$ cat config.mk
export PLATFORM = sky130hd
export DESIGN_NAME = host_bus_mode_select
export DESIGN_NICKNAME = d
export VERILOG_FILES = /design/src/logic/host_bus_pkg.sv /design/src/logic/host_bus_mode_select.sv
export SDC_FILE = /design/constraint.sdc
export NUM_CORES = 1
export LEC_CHECK = 0
export BUFFER_PORTS_ARGS = -buffer_cell sky130_fd_sc_hd__clkbuf_2
export CAP_MARGIN = 40
export CELL_PAD_IN_SITES_DETAIL_PLACEMENT = 0
export CELL_PAD_IN_SITES_GLOBAL_PLACEMENT = 1
export CORE_UTILIZATION = 41
export CTS_CLUSTER_DIAMETER = 60
export CTS_CLUSTER_SIZE = 24
export DETAILED_ROUTE_END_ITERATION = 10
export PLACE_DENSITY_LB_ADDON = 0.1
export SETUP_SLACK_MARGIN = 0.02
export SLEW_MARGIN = 20
export SYNTH_ARGS = -nofsm -noshare
export SYNTH_HDL_FRONTEND = slang
export SYNTH_SLANG_ARGS = --single-unit
$ cat constraint.sdc
create_clock -name sys_clk -period 5.4 [get_ports sys_clk]
set_input_delay 0.27 -clock sys_clk [delete_from_list [all_inputs] [get_ports sys_clk]]
set_output_delay 0.27 -clock sys_clk [all_outputs]
set_load 0.01 [all_outputs]
$ cat src/logic/host_bus_pkg.sv
package host_bus_pkg;

    localparam int DATA_W     = 8;
    localparam int ADDR_W     = 8;
    localparam int DED_ADDR_W = 6;

    // bus style chosen from the address-latch pin
    typedef enum logic [1:0] {
        MODE_STROBE_DIR,
        MODE_SPLIT,
        MODE_MUXED
    } bus_mode_type;

    localparam bus_mode_type MODE_RST = MODE_SPLIT;

    localparam logic [DATA_W-1:0]     DATA_RST  = 8'h00;
    localparam logic [ADDR_W-1:0]     ADDR_RST  = 8'h00;
    localparam logic [DED_ADDR_W-1:0] DED_PULL  = 6'h00;
    localparam logic [ADDR_W-DED_ADDR_W-1:0] ADDR_HI_PAD = 2'h0;
    localparam logic [DATA_W-1:0]     OE_ALL    = 8'hff;
    localparam logic [DATA_W-1:0]     OE_NONE   = 8'h00;

    // host control pins, all active low except ale and the direction
    typedef struct packed {
        logic cs_n;
        logic dir_wr_n;
        logic strobe_rd_n;
        logic ale;
    } host_ctl_type;

    localparam host_ctl_type CTL_IDLE = 4'hf;

    // one register access towards the device core
    typedef struct packed {
        logic              rd;
        logic              wr;
        logic [ADDR_W-1:0] addr;
        logic [DATA_W-1:0] wdata;
    } core_req_type;

    localparam core_req_type REQ_RST = 18'h00000;

endpackage

$ cat src/logic/host_bus_mode_select.sv
`timescale 1ns/1ns
// Summary of operation
// - 8-bit host port, 8-bit address decode
// - small package: multiplexed style only
// - direction line plus single data strobe style
// - split read/write strobes, dedicated address pins
// - latch pin level or edge picks style
// - any latch pin edge forces multiplexed
// - multiplexed style held until hardware reset
// - unused dedicated address pulled low multiplexed
// - non-multiplexed: awake output held low
// - data strobe rising edge ends access
module host_bus_mode_select
    import host_bus_pkg::*;
#(
    parameter bit MUX_ONLY = 1'b0
) (
    input  wire logic                  sys_clk,
    input  wire logic                  rst_n,
    input  wire host_ctl_type          ctl,
    input  wire logic [DED_ADDR_W-1:0] dedicated_addr_in,
    input  wire logic [DATA_W-1:0]     shared_addr_data_line_in,
    output logic      [DATA_W-1:0]     shared_addr_data_line_out,
    output logic      [DATA_W-1:0]     shared_addr_data_line_oe,
    input  wire logic                  external_awake_in,
    output logic                       awake_out,
    output bus_mode_type               mode_out,
    output core_req_type               core_req,
    input  wire logic [DATA_W-1:0]     reg_rdata
);

    localparam bus_mode_type MODE_INIT = MUX_ONLY ? MODE_MUXED : MODE_RST;

    host_ctl_type          prev_r;
    logic                  seen_r;
    bus_mode_type          mode_r;
    bus_mode_type          mode_nxt;
    logic [ADDR_W-1:0]     addr_lat_r;
    logic [DATA_W-1:0]     din_r;
    logic [DATA_W-1:0]     rdata_r;
    core_req_type          req_r;
    core_req_type          req_nxt;

    // style decode; seen_r marks the first sample after reset release
    wire ale_edge  = seen_r & (ctl.ale != prev_r.ale);
    wire is_muxed  = (mode_r == MODE_MUXED);
    wire is_strobe = (mode_r == MODE_STROBE_DIR);
    wire level_sel = ctl.ale;
    // the edge that selects multiplexed style already carries an address
    wire mux_now   = is_muxed | ale_edge;

    // next style: strap level once, then only an edge may change it
    always_comb begin
        mode_nxt = mode_r;
        if (MUX_ONLY) begin
            mode_nxt = MODE_MUXED;
        end else if (!seen_r) begin
            mode_nxt = level_sel ? MODE_STROBE_DIR : MODE_SPLIT;
        end else if (ale_edge) begin
            mode_nxt = MODE_MUXED;
        end
    end

    // strap capture and pin history; only the rst_n port reaches the reset branch
    always_ff @(posedge sys_clk or negedge rst_n) begin
        if (!rst_n) begin
            prev_r <= CTL_IDLE;
            seen_r <= 1'b0;
            mode_r <= MODE_INIT;
        end else begin
            prev_r <= ctl;
            seen_r <= 1'b1;
            mode_r <= mode_nxt;
        end
    end

    // dedicated pins read as low in multiplexed style
    wire [DED_ADDR_W-1:0] ded_eff = is_muxed ? DED_PULL : dedicated_addr_in;
    wire [ADDR_W-1:0] addr_sel = is_muxed ? addr_lat_r
                                          : {ADDR_HI_PAD, ded_eff};

    // awake pin passed through only in multiplexed style, held low otherwise
    assign awake_out = is_muxed & external_awake_in;

    // strobe edges; ends use the previous chip select so a host may
    // release select together with the strobe
    wire sel       = seen_r & ~ctl.cs_n;
    wire prev_sel  = seen_r & ~prev_r.cs_n;
    wire stb_fall  = prev_r.strobe_rd_n & ~ctl.strobe_rd_n;
    wire stb_rise  = ~prev_r.strobe_rd_n & ctl.strobe_rd_n;
    wire wr_rise   = ~prev_r.dir_wr_n & ctl.dir_wr_n;

    // direction plus single strobe
    wire dir_style_rd = is_strobe & sel & ctl.dir_wr_n & stb_fall;
    wire dir_style_wr = is_strobe & prev_sel & ~prev_r.dir_wr_n
                      & stb_rise;

    // split strobes, shared by the multiplexed style
    wire sp_rd = ~is_strobe & sel & stb_fall;
    wire sp_wr = ~is_strobe & prev_sel & wr_rise;

    // data lines driven only while the host reads
    wire read_active = sel & ~ctl.strobe_rd_n
                     & (is_strobe ? ctl.dir_wr_n : 1'b1);

    // write data is the sample before the closing edge, when it is stable
    always_comb begin
        req_nxt       = REQ_RST;
        req_nxt.rd    = dir_style_rd | sp_rd;
        req_nxt.wr    = dir_style_wr | sp_wr;
        req_nxt.addr  = addr_sel;
        req_nxt.wdata = din_r;
    end

    // address latch runs only in multiplexed style and on the latch pin edge that selects it
    always_ff @(posedge sys_clk or negedge rst_n) begin
        if (!rst_n) begin
            addr_lat_r <= ADDR_RST;
        end else if (mux_now && ctl.ale) begin
            addr_lat_r <= shared_addr_data_line_in;
        end
    end

    // data in sample and access request, one-cycle pulses
    always_ff @(posedge sys_clk or negedge rst_n) begin
        if (!rst_n) begin
            din_r <= DATA_RST;
            req_r <= REQ_RST;
        end else begin
            din_r <= shared_addr_data_line_in;
            req_r <= req_nxt;
        end
    end

    // core answers in the cycle of the read pulse
    always_ff @(posedge sys_clk or negedge rst_n) begin
        if (!rst_n) begin
            rdata_r <= DATA_RST;
        end else if (req_r.rd) begin
            rdata_r <= reg_rdata;
        end
    end

    // outputs
    assign core_req                  = req_r;
    assign mode_out                  = mode_r;
    assign shared_addr_data_line_out = rdata_r;
    assign shared_addr_data_line_oe  = read_active ? OE_ALL : OE_NONE;
endmodule // host_bus_mode_select

# Yosys cells after proc, flatten, opt, wreduce, memory -nomap -nowiden
# Index checks and enable logic that the tools add are counted.
[totals] regBits=49 inputBits=29 elab_cells=52
[op_classes] eq_ne=3 mux=6 bitwise=28 reduce_logical=2
[ops] cell="$and A1 B1 Y1" n=19
[ops] cell="$mux W8" n=2
[ops] cell="$not A1 Y1" n=6
[ops] cell="$mux W2" n=2
[ops] cell="$or A1 B1 Y1" n=3
[ops] cell="$eq A2 B2 Y1 const B" n=1
[ops] cell="$logic_not A2 Y1" n=1
[ops] cell="$mux W1" n=2
[ops] cell="$ne A2 B1 Y1 const B" n=1
[ops] cell="$logic_and A1 B1 Y1" n=1
[ops] cell="$ne A1 B1 Y1" n=1

# Logic depth before layout (Yosys ltp)
# Gate-level depths: netlist (run 1).
[logic_depth] ltp_word=6 depth_mapped=4 depth_no_buf=3

# Worst setup path before layout (run 1)
# Ideal clock, no wire load.
[synth_path] path_type="register -> output" startpoint="register mode_r[0] (netlist: mode_out[0])" endpoint="output port shared_addr_data_line_oe[0]" t_arrival_ns=1.689 required_ns=5.130 path_slack_ns=3.441 path_stages_with_launch=4 path_buffers=1 cell_sequence="dfstp_2 -> nor3_1 -> nor4b_1 -> buf_4"
[synth_between] elab_chain_cells=4
[synth_lines] element="start: declaration" line="host_bus_mode_select.sv:36" rtl="bus_mode_type mode_r;"
[synth_lines] element="start signal: assignment" line="host_bus_mode_select.sv:73" rtl="mode_r <= mode_nxt;"
[synth_lines] element="$logic_not A2 Y1" line="host_bus_mode_select.sv:47" rtl="wire is_strobe = (mode_r == MODE_STROBE_DIR);"
[synth_lines] element="$mux W1" line="host_bus_mode_select.sv:104" rtl="& (is_strobe ? ctl.dir_wr_n : 1'b1);"
[synth_lines] element="$and A1 B1 Y1" line="host_bus_mode_select.sv:104"
[synth_lines] element="net read_active" line="host_bus_mode_select.sv:103" rtl="wire read_active = sel & ~ctl.strobe_rd_n"
[synth_lines] element="$mux W8" line="host_bus_mode_select.sv:148" rtl="assign shared_addr_data_line_oe = read_active ? OE_ALL : OE_NONE;"
[synth_lines] element="end: declaration" line="host_bus_mode_select.sv:24" rtl="output logic [DATA_W-1:0] shared_addr_data_line_oe,"
# The timed path passes the listed nets, and every way through them passes these cells.

# Worst setup path after layout (run 1)
[layout_path] startpoint="register mode_r[0] (netlist: mode_out[0])" endpoint="output port shared_addr_data_line_oe[5]"
[layout_between] elab_chain_cells=4
[layout_lines] element="$logic_not A2 Y1" line="host_bus_mode_select.sv:47"
[layout_lines] element="$mux W1" line="host_bus_mode_select.sv:104"
[layout_lines] element="$and A1 B1 Y1" line="host_bus_mode_select.sv:104"
[layout_lines] element="$mux W8" line="host_bus_mode_select.sv:148"
# Every way passes these cells.

==> results of run 1 <==
==> sequential cells by signal, indices dropped and copies added, names as in the netlist <==
name,flops
core_req,18
seen_r,1
prev_r,4
mode_out,2
din_r,8
addr_lat_r,8
shared_addr_data_line_out,8
==> layout make-up <==
type,instances,area [um2]
flip-flops and latches,49,1230
inverters,1,3.75
clock buffers,7,96.3
multi-input cells,42,388
clock inverters,1,5.00
repair buffers,67,337
fillers,350,1880
well taps,50,62.6
==> per-stage QoR <==
stage                     utilization, %  total power [mW]  cells
after floorplan                        -             0.501    102
after global placement              50.5             0.550    208
after detailed placement            50.6             0.555    209
after CTS                           53.1             0.785    217
after global routing                53.1             0.811    217
final                               53.1             0.769    217
==> layer usage <==
metal  routed length [um]  part of all wire (%)
met5                    0                     0
met4                   55                   2.1
met3                  171                   6.4
met2                 1260                    48
met1                 1160                    44
==> worst max-delay path: stages (launching register included) <==
cell and delay, ns:
dfstp_2 0.60, nor3_1 0.07, nor4b_1 0.51, buf_1 0.25, clkbuf_2 0.17
==> final timing paths <==
kind | from | end | slack [ns]
max | mode_out[0] | shared_addr_data_line_oe[5] | 3.24
min | rst_n | core_req[16] | 0.07
max reg2reg | mode_out[1] | addr_lat_r[4] | 3.76
min reg2reg | din_r[2] | core_req[2] | 0.35
max in group asynchronous | rst_n | core_req[10] | 4.94
min in group sys_clk | ctl[3] | prev_r[3] | 0.07
==> kinds of logic (layout without fill, tap and decap cells) <==
group	after synthesis	count (layout)	synth area share (%)
AO/OA/AOI/OAI	6	6	2.72
XOR/XNOR	1	1	0.516
buffers and inverters	11	76	4.64
flip-flops	49	49	72.5
multiplexers	22	22	14.6
other	1	1	0.221
AND/OR/NAND/NOR	12	12	4.79
==> Yosys cell counts <==
master	n	area, um2
nor3_1	1	5.00
nor2b_2	1	8.76
nand4_1	1	6.26
a21boi_0	1	7.51
a21oi_1	1	5.00
xor2_1	1	8.76
o21ai_4	1	16.3
and2_2	3	22.5
inv_1	1	3.75
clkbuf_1	1	3.75
nor2_1	1	3.75
nor4b_1	1	8.76
buf_6	1	11.3
nand2_1	1	3.75
o21a_1	1	7.51
buf_4	8	60.1
or4b_1	1	10.0
and2_1	1	6.26
nor2b_1	1	6.26
conb_1	1	3.75
o21ai_0	2	10.0
dfstp_2	5	131
dfrtp_1	44	1100
mux2_2	22	248
==> power breakdown <==
group	switching, mW	total [mW]	internal (mW)
Combinational	0.0523	0.112	0.0593
Sequential	0.0199	0.433	0.413
Clock	0.108	0.224	0.116
Total	0.181	0.769	0.588
==> impl_metrics.tcl, run 1 <==
set metrics [dict create \
    final_cell_area_um2 2120 \
    max_freq_ghz 0.462 \
    syn_area_um2 1700 \
    preCtsSetupSlack_ns 3.54 \
    rows 23 \
    drt-total-wl_mm 2.65 \
    vias 983 \
    ys.warnings.count 0 \
    startpoint_type "flip-flop" \
    die-area_um2 4410 \
    clock_latency_ns 0.29 \
    run_status "completed" \
    finalSetupViolations 0 \
    final.setup.tns_ns 0 \
    grt_antenna_before_repair 0 \
    dpl.hpwl_mm 1.88 \
    seq_area_frac_synth_pct 72.5 \
    cts_setup_buffers 0 \
    fp.dieW_um 66.4 \
    clkSinkCount 49 \
    synth_cell_types 24 \
    gr-max-usage-layer "met2" \
    vdd_ir_drop_max_mv 0.177 \
    reg2reg_depth 3 \
    grt_start_max_net_pins 50 \
    worst_pin_slew_ns 0.633 \
    gr-total-overflow 0 \
    ant_nets 0 \
    antennaDiodeCount 0 \
    fin_crit_sh_pct 40.1 \
    mostFrequentLayoutCells "clkbuf_2, dfrtp_1, mux2_2" \
    cts_buffers 5 \
    wl_per_cell_um 12.2 \
    gp_congestion 0.741 \
    start_util_pct 42.5 \
    synth_nets 131 \
    cp-end-kind "output port" \
    port_buffers 65 \
    post_dp_cell_area_um2 2020 \
    drive_above_1_share_pct 63.5 \
    skew_ns 0.00625 \
    ys_ff_latch 49 \
    cp_data_required_time_ns 5.13 \
    coreArea_um2 4000 \
    crit_fanout 7 \
    grt_use_met3_pct 6.03 \
    clk_pin_slew_worst_paths_ns 0.08 \
    nets 195 \
    grtUsageTotal_pct 13.4 \
    syn_to_final_growth_pct 25.0 \
    grt_util_met1_pct 14.8 \
    syn_area_per_cell_um2 16.7 \
    setup.worst_path.class "flip-flop to output port" \
    hold_ws_ns 0.0669 \
    arrival_ns 1.89 \
    vias_per_cell 4.53 \
    use_met2_pct 21.7 \
    drt_iter0_drc 23 \
    max_cap_violations 0 \
    slew_headroom_pct 57.6 \
    min_path_type "input pin to async pin" \
    postCtsResizedCells 0 \
    hold_violations 0 \
    grt_pass1_wl_mm 4.15 \
    p_per_area_nw_per_um2 362 \
    drc_errors 0 \
    grt_pass1_vias 932 \
    final_common_cell "clkbuf_2" \
    root_buffer "clkbuf_8" \
    ios 66 \
    h-tree-depth 2 \
    die_y_um 66.4 \
    setup_ws_ns 3.24 \
    post-route-min-period_ns 2.16 \
    maxSlewViolCount 0 \
    power.static_leakage_nw 1.05 \
    rsz0062_at_grt "no" \
    first_pass_iters 3 \
    cts_hold_buf 0 \
    postSynthCellCount 102 \
    clk_path_buf_depth 2 \
    cts_tree "built" \
]
No activity file was read; power rests on OpenSTA's default activity.
==> run 2, diff against run 1 <==
CORE_UTILIZATION = 38   (was 41)
clock period = 2.1 ns   (was 5.4 ns; I/O delays follow)
==> run 2 against run 1 <==
Final cell count rose by 6.5%. Setup slack got worse by 2.8 ns. Utilization rose by 1.4 points. Non-clock buffer count rose by 14. Combinational power rose to 2.8 times the previous value. Via count rose by 5.7%. Sequential share of layout area fell by 3.5 points. Clock-buffer cell count fell by 1. Die area rose by 7.7%. Critical path depth did not move. Critical endpoint is now shared_addr_data_line_oe[1]. Highest routed layer unchanged.
==> impl_metrics.tcl, run 2 (synthesis gave the netlist of run 1 again) <==
set metrics [dict create \
    start_util_pct 41.0 \
    dpl.hpwl_mm 2.06 \
    wl_per_cell_um 12.6 \
    cts_tree "built" \
    vias 1039 \
    rsz0062_at_grt "no" \
    startpoint_type "flip-flop" \
    p_per_area_nw_per_um2 878 \
    min_path_type "input pin to flip-flop" \
    mostFrequentLayoutCells "clkbuf_2, dfrtp_1, mux2_2" \
    ios 66 \
    antennaDiodeCount 0 \
    largest_register_ffs 18 \
    post-route-min-period_ns 1.65 \
    max_cap_violations 0 \
    hold_violations 0 \
    clk_path_buf_depth 2 \
    skew_ns 0.00601 \
    drc_errors 0 \
    cts_buffers 5 \
    first_pass_iters 4 \
    setup.worst_path.class "flip-flop to output port" \
    post_dp_cell_area_um2 2030 \
    drive_above_1_share_pct 59.7 \
    fp.dieW_um 68.9 \
    max_freq_ghz 0.607 \
    power.static_leakage_nw 1.11 \
    clkSinkCount 49 \
    clock_latency_ns 0.30 \
    grt_start_max_net_pins 35 \
    clk_pin_slew_worst_paths_ns 0.08 \
    crit_chain "nor3_1 > nor4b_1 > buf_4 > clkbuf_2" \
    vdd_ir_drop_max_mv 0.377 \
    vias_per_cell 4.50 \
    grt_pass1_vias 958 \
    fin_crit_sh_pct 78.5 \
    slowest_stage "dfstp_2" \
    finalSetupViolations 0 \
    final.setup.tns_ns 0 \
    syn_to_final_growth_pct 33.1 \
    h-tree-depth 2 \
    final_cell_area_um2 2260 \
    gr-total-overflow 0 \
    port_buffers 65 \
    grt_pass1_wl_mm 4.46 \
    coreArea_um2 4140 \
    drt_iter0_drc 59 \
    cp-end-kind "output port" \
    gp_congestion 0.810 \
    ant_nets 0 \
    root_buffer "clkbuf_8" \
    die_y_um 68.9 \
    max_stage_delay_ns 0.59 \
    nets 209 \
    cts_setup_buffers 0 \
    hold_start "dedicated_addr_in[0]" \
    final_common_cell "clkbuf_2" \
    grt_antenna_before_repair 0 \
    maxSlewViolCount 0 \
    crit_fanout 9 \
    die-area_um2 4740 \
    grtUsageTotal_pct 13.6 \
    drt-total-wl_mm 2.91 \
    nFillCells 374 \
    crit_start "mode_out[0]" \
    rows 23 \
    cp_data_required_time_ns 2.00 \
    r2r_start "mode_out[0]" \
    run_status "completed" \
    arrival_ns 1.54 \
]
-- run 2: changes by cell type in the layout (fill, tap and decap cells not counted), sizes merged --
cell / change
clkinv: +1
dlygate4sd3: +13
clkbuf: -1
buf: +1
-- run 2: per-stage QoR --
stage / hold WS (ns) / total power, mW / setup WS [ns] / std cells / utilization, %
after global placement: 0.0353 / 1.42 / 0.687 / 210 / 49.1
after global routing: 0.0209 / 2.11 / 0.317 / 231 / 54.6
after floorplan: -0.191 / 1.29 / 0.306 / 102 / -
after detailed placement: 0.0387 / 1.43 / 0.635 / 210 / 49.1
final: 0.0299 / 1.99 / 0.453 / 231 / 54.6
after CTS: 0.0217 / 2.02 / 0.438 / 231 / 54.6
-- run 2: critical path, delay by kind of cell, from the launching register on --
family,cells,cell delay [ns]
simple gates,2,0.31
flops,1,0.59
buf+inv,2,0.34
-- run 2: area by class of cell --
| type | instances | area (um2) | area share [%] |
|---|---|---|---|
| Multi-Input combinational cell | 42 | 388 | 17.2 |
| Clock buffer | 6 | 82.6 | 3.65 |
| Timing Repair Buffer | 81 | 478 | 21.1 |
| Clock inverter | 2 | 13.8 | 0.609 |
| Sequential cell | 49 | 1230 | 54.5 |
| Inverter | 1 | 3.75 | 0.166 |
| Tap cell | 50 | 62.6 | 2.77 |
-- run 2: final timing paths --
kind / endpoint / slack, ns / cells past startpoint
worst max-delay path: shared_addr_data_line_oe[1] / 0.45 / 4
worst min-delay path: core_req[8] / 0.03 / 2
worst max register to register: addr_lat_r[7] / 0.65 / 3
worst min register to register: core_req[1] / 0.35 / 0
max in group asynchronous: core_req[5] / 1.12 / 3
min in group asynchronous: shared_addr_data_line_out[2] / 0.25 / 2
-- run 2: layer usage --
metal | vias up | global-route usage [%] | share of wire, %
met5 | - | 0 | 0
met4 | 0 | 6.12 | 1.5
met3 | 6 | 6.09 | 8.0
met2 | 39 | 19.9 | 48
li1 | 489 | - | -
met1 | 505 | 17.1 | 42
-- run 2: where the power goes --
| part | internal (mW) | leakage, nW | switching, mW |
|---|---|---|---|
| Combinational | 0.171 | 0.485 | 0.137 |
| Clock | 0.267 | 0.0512 | 0.296 |
| Sequential | 1.06 | 0.579 | 0.0517 |
| Total | 1.50 | 1.11 | 0.485 |
-- run 2: timing repair --
item                                   CTS  global route
gates resized for setup                  0             0
endpoints found under the hold margin   22             0
hold buffers                            13             0
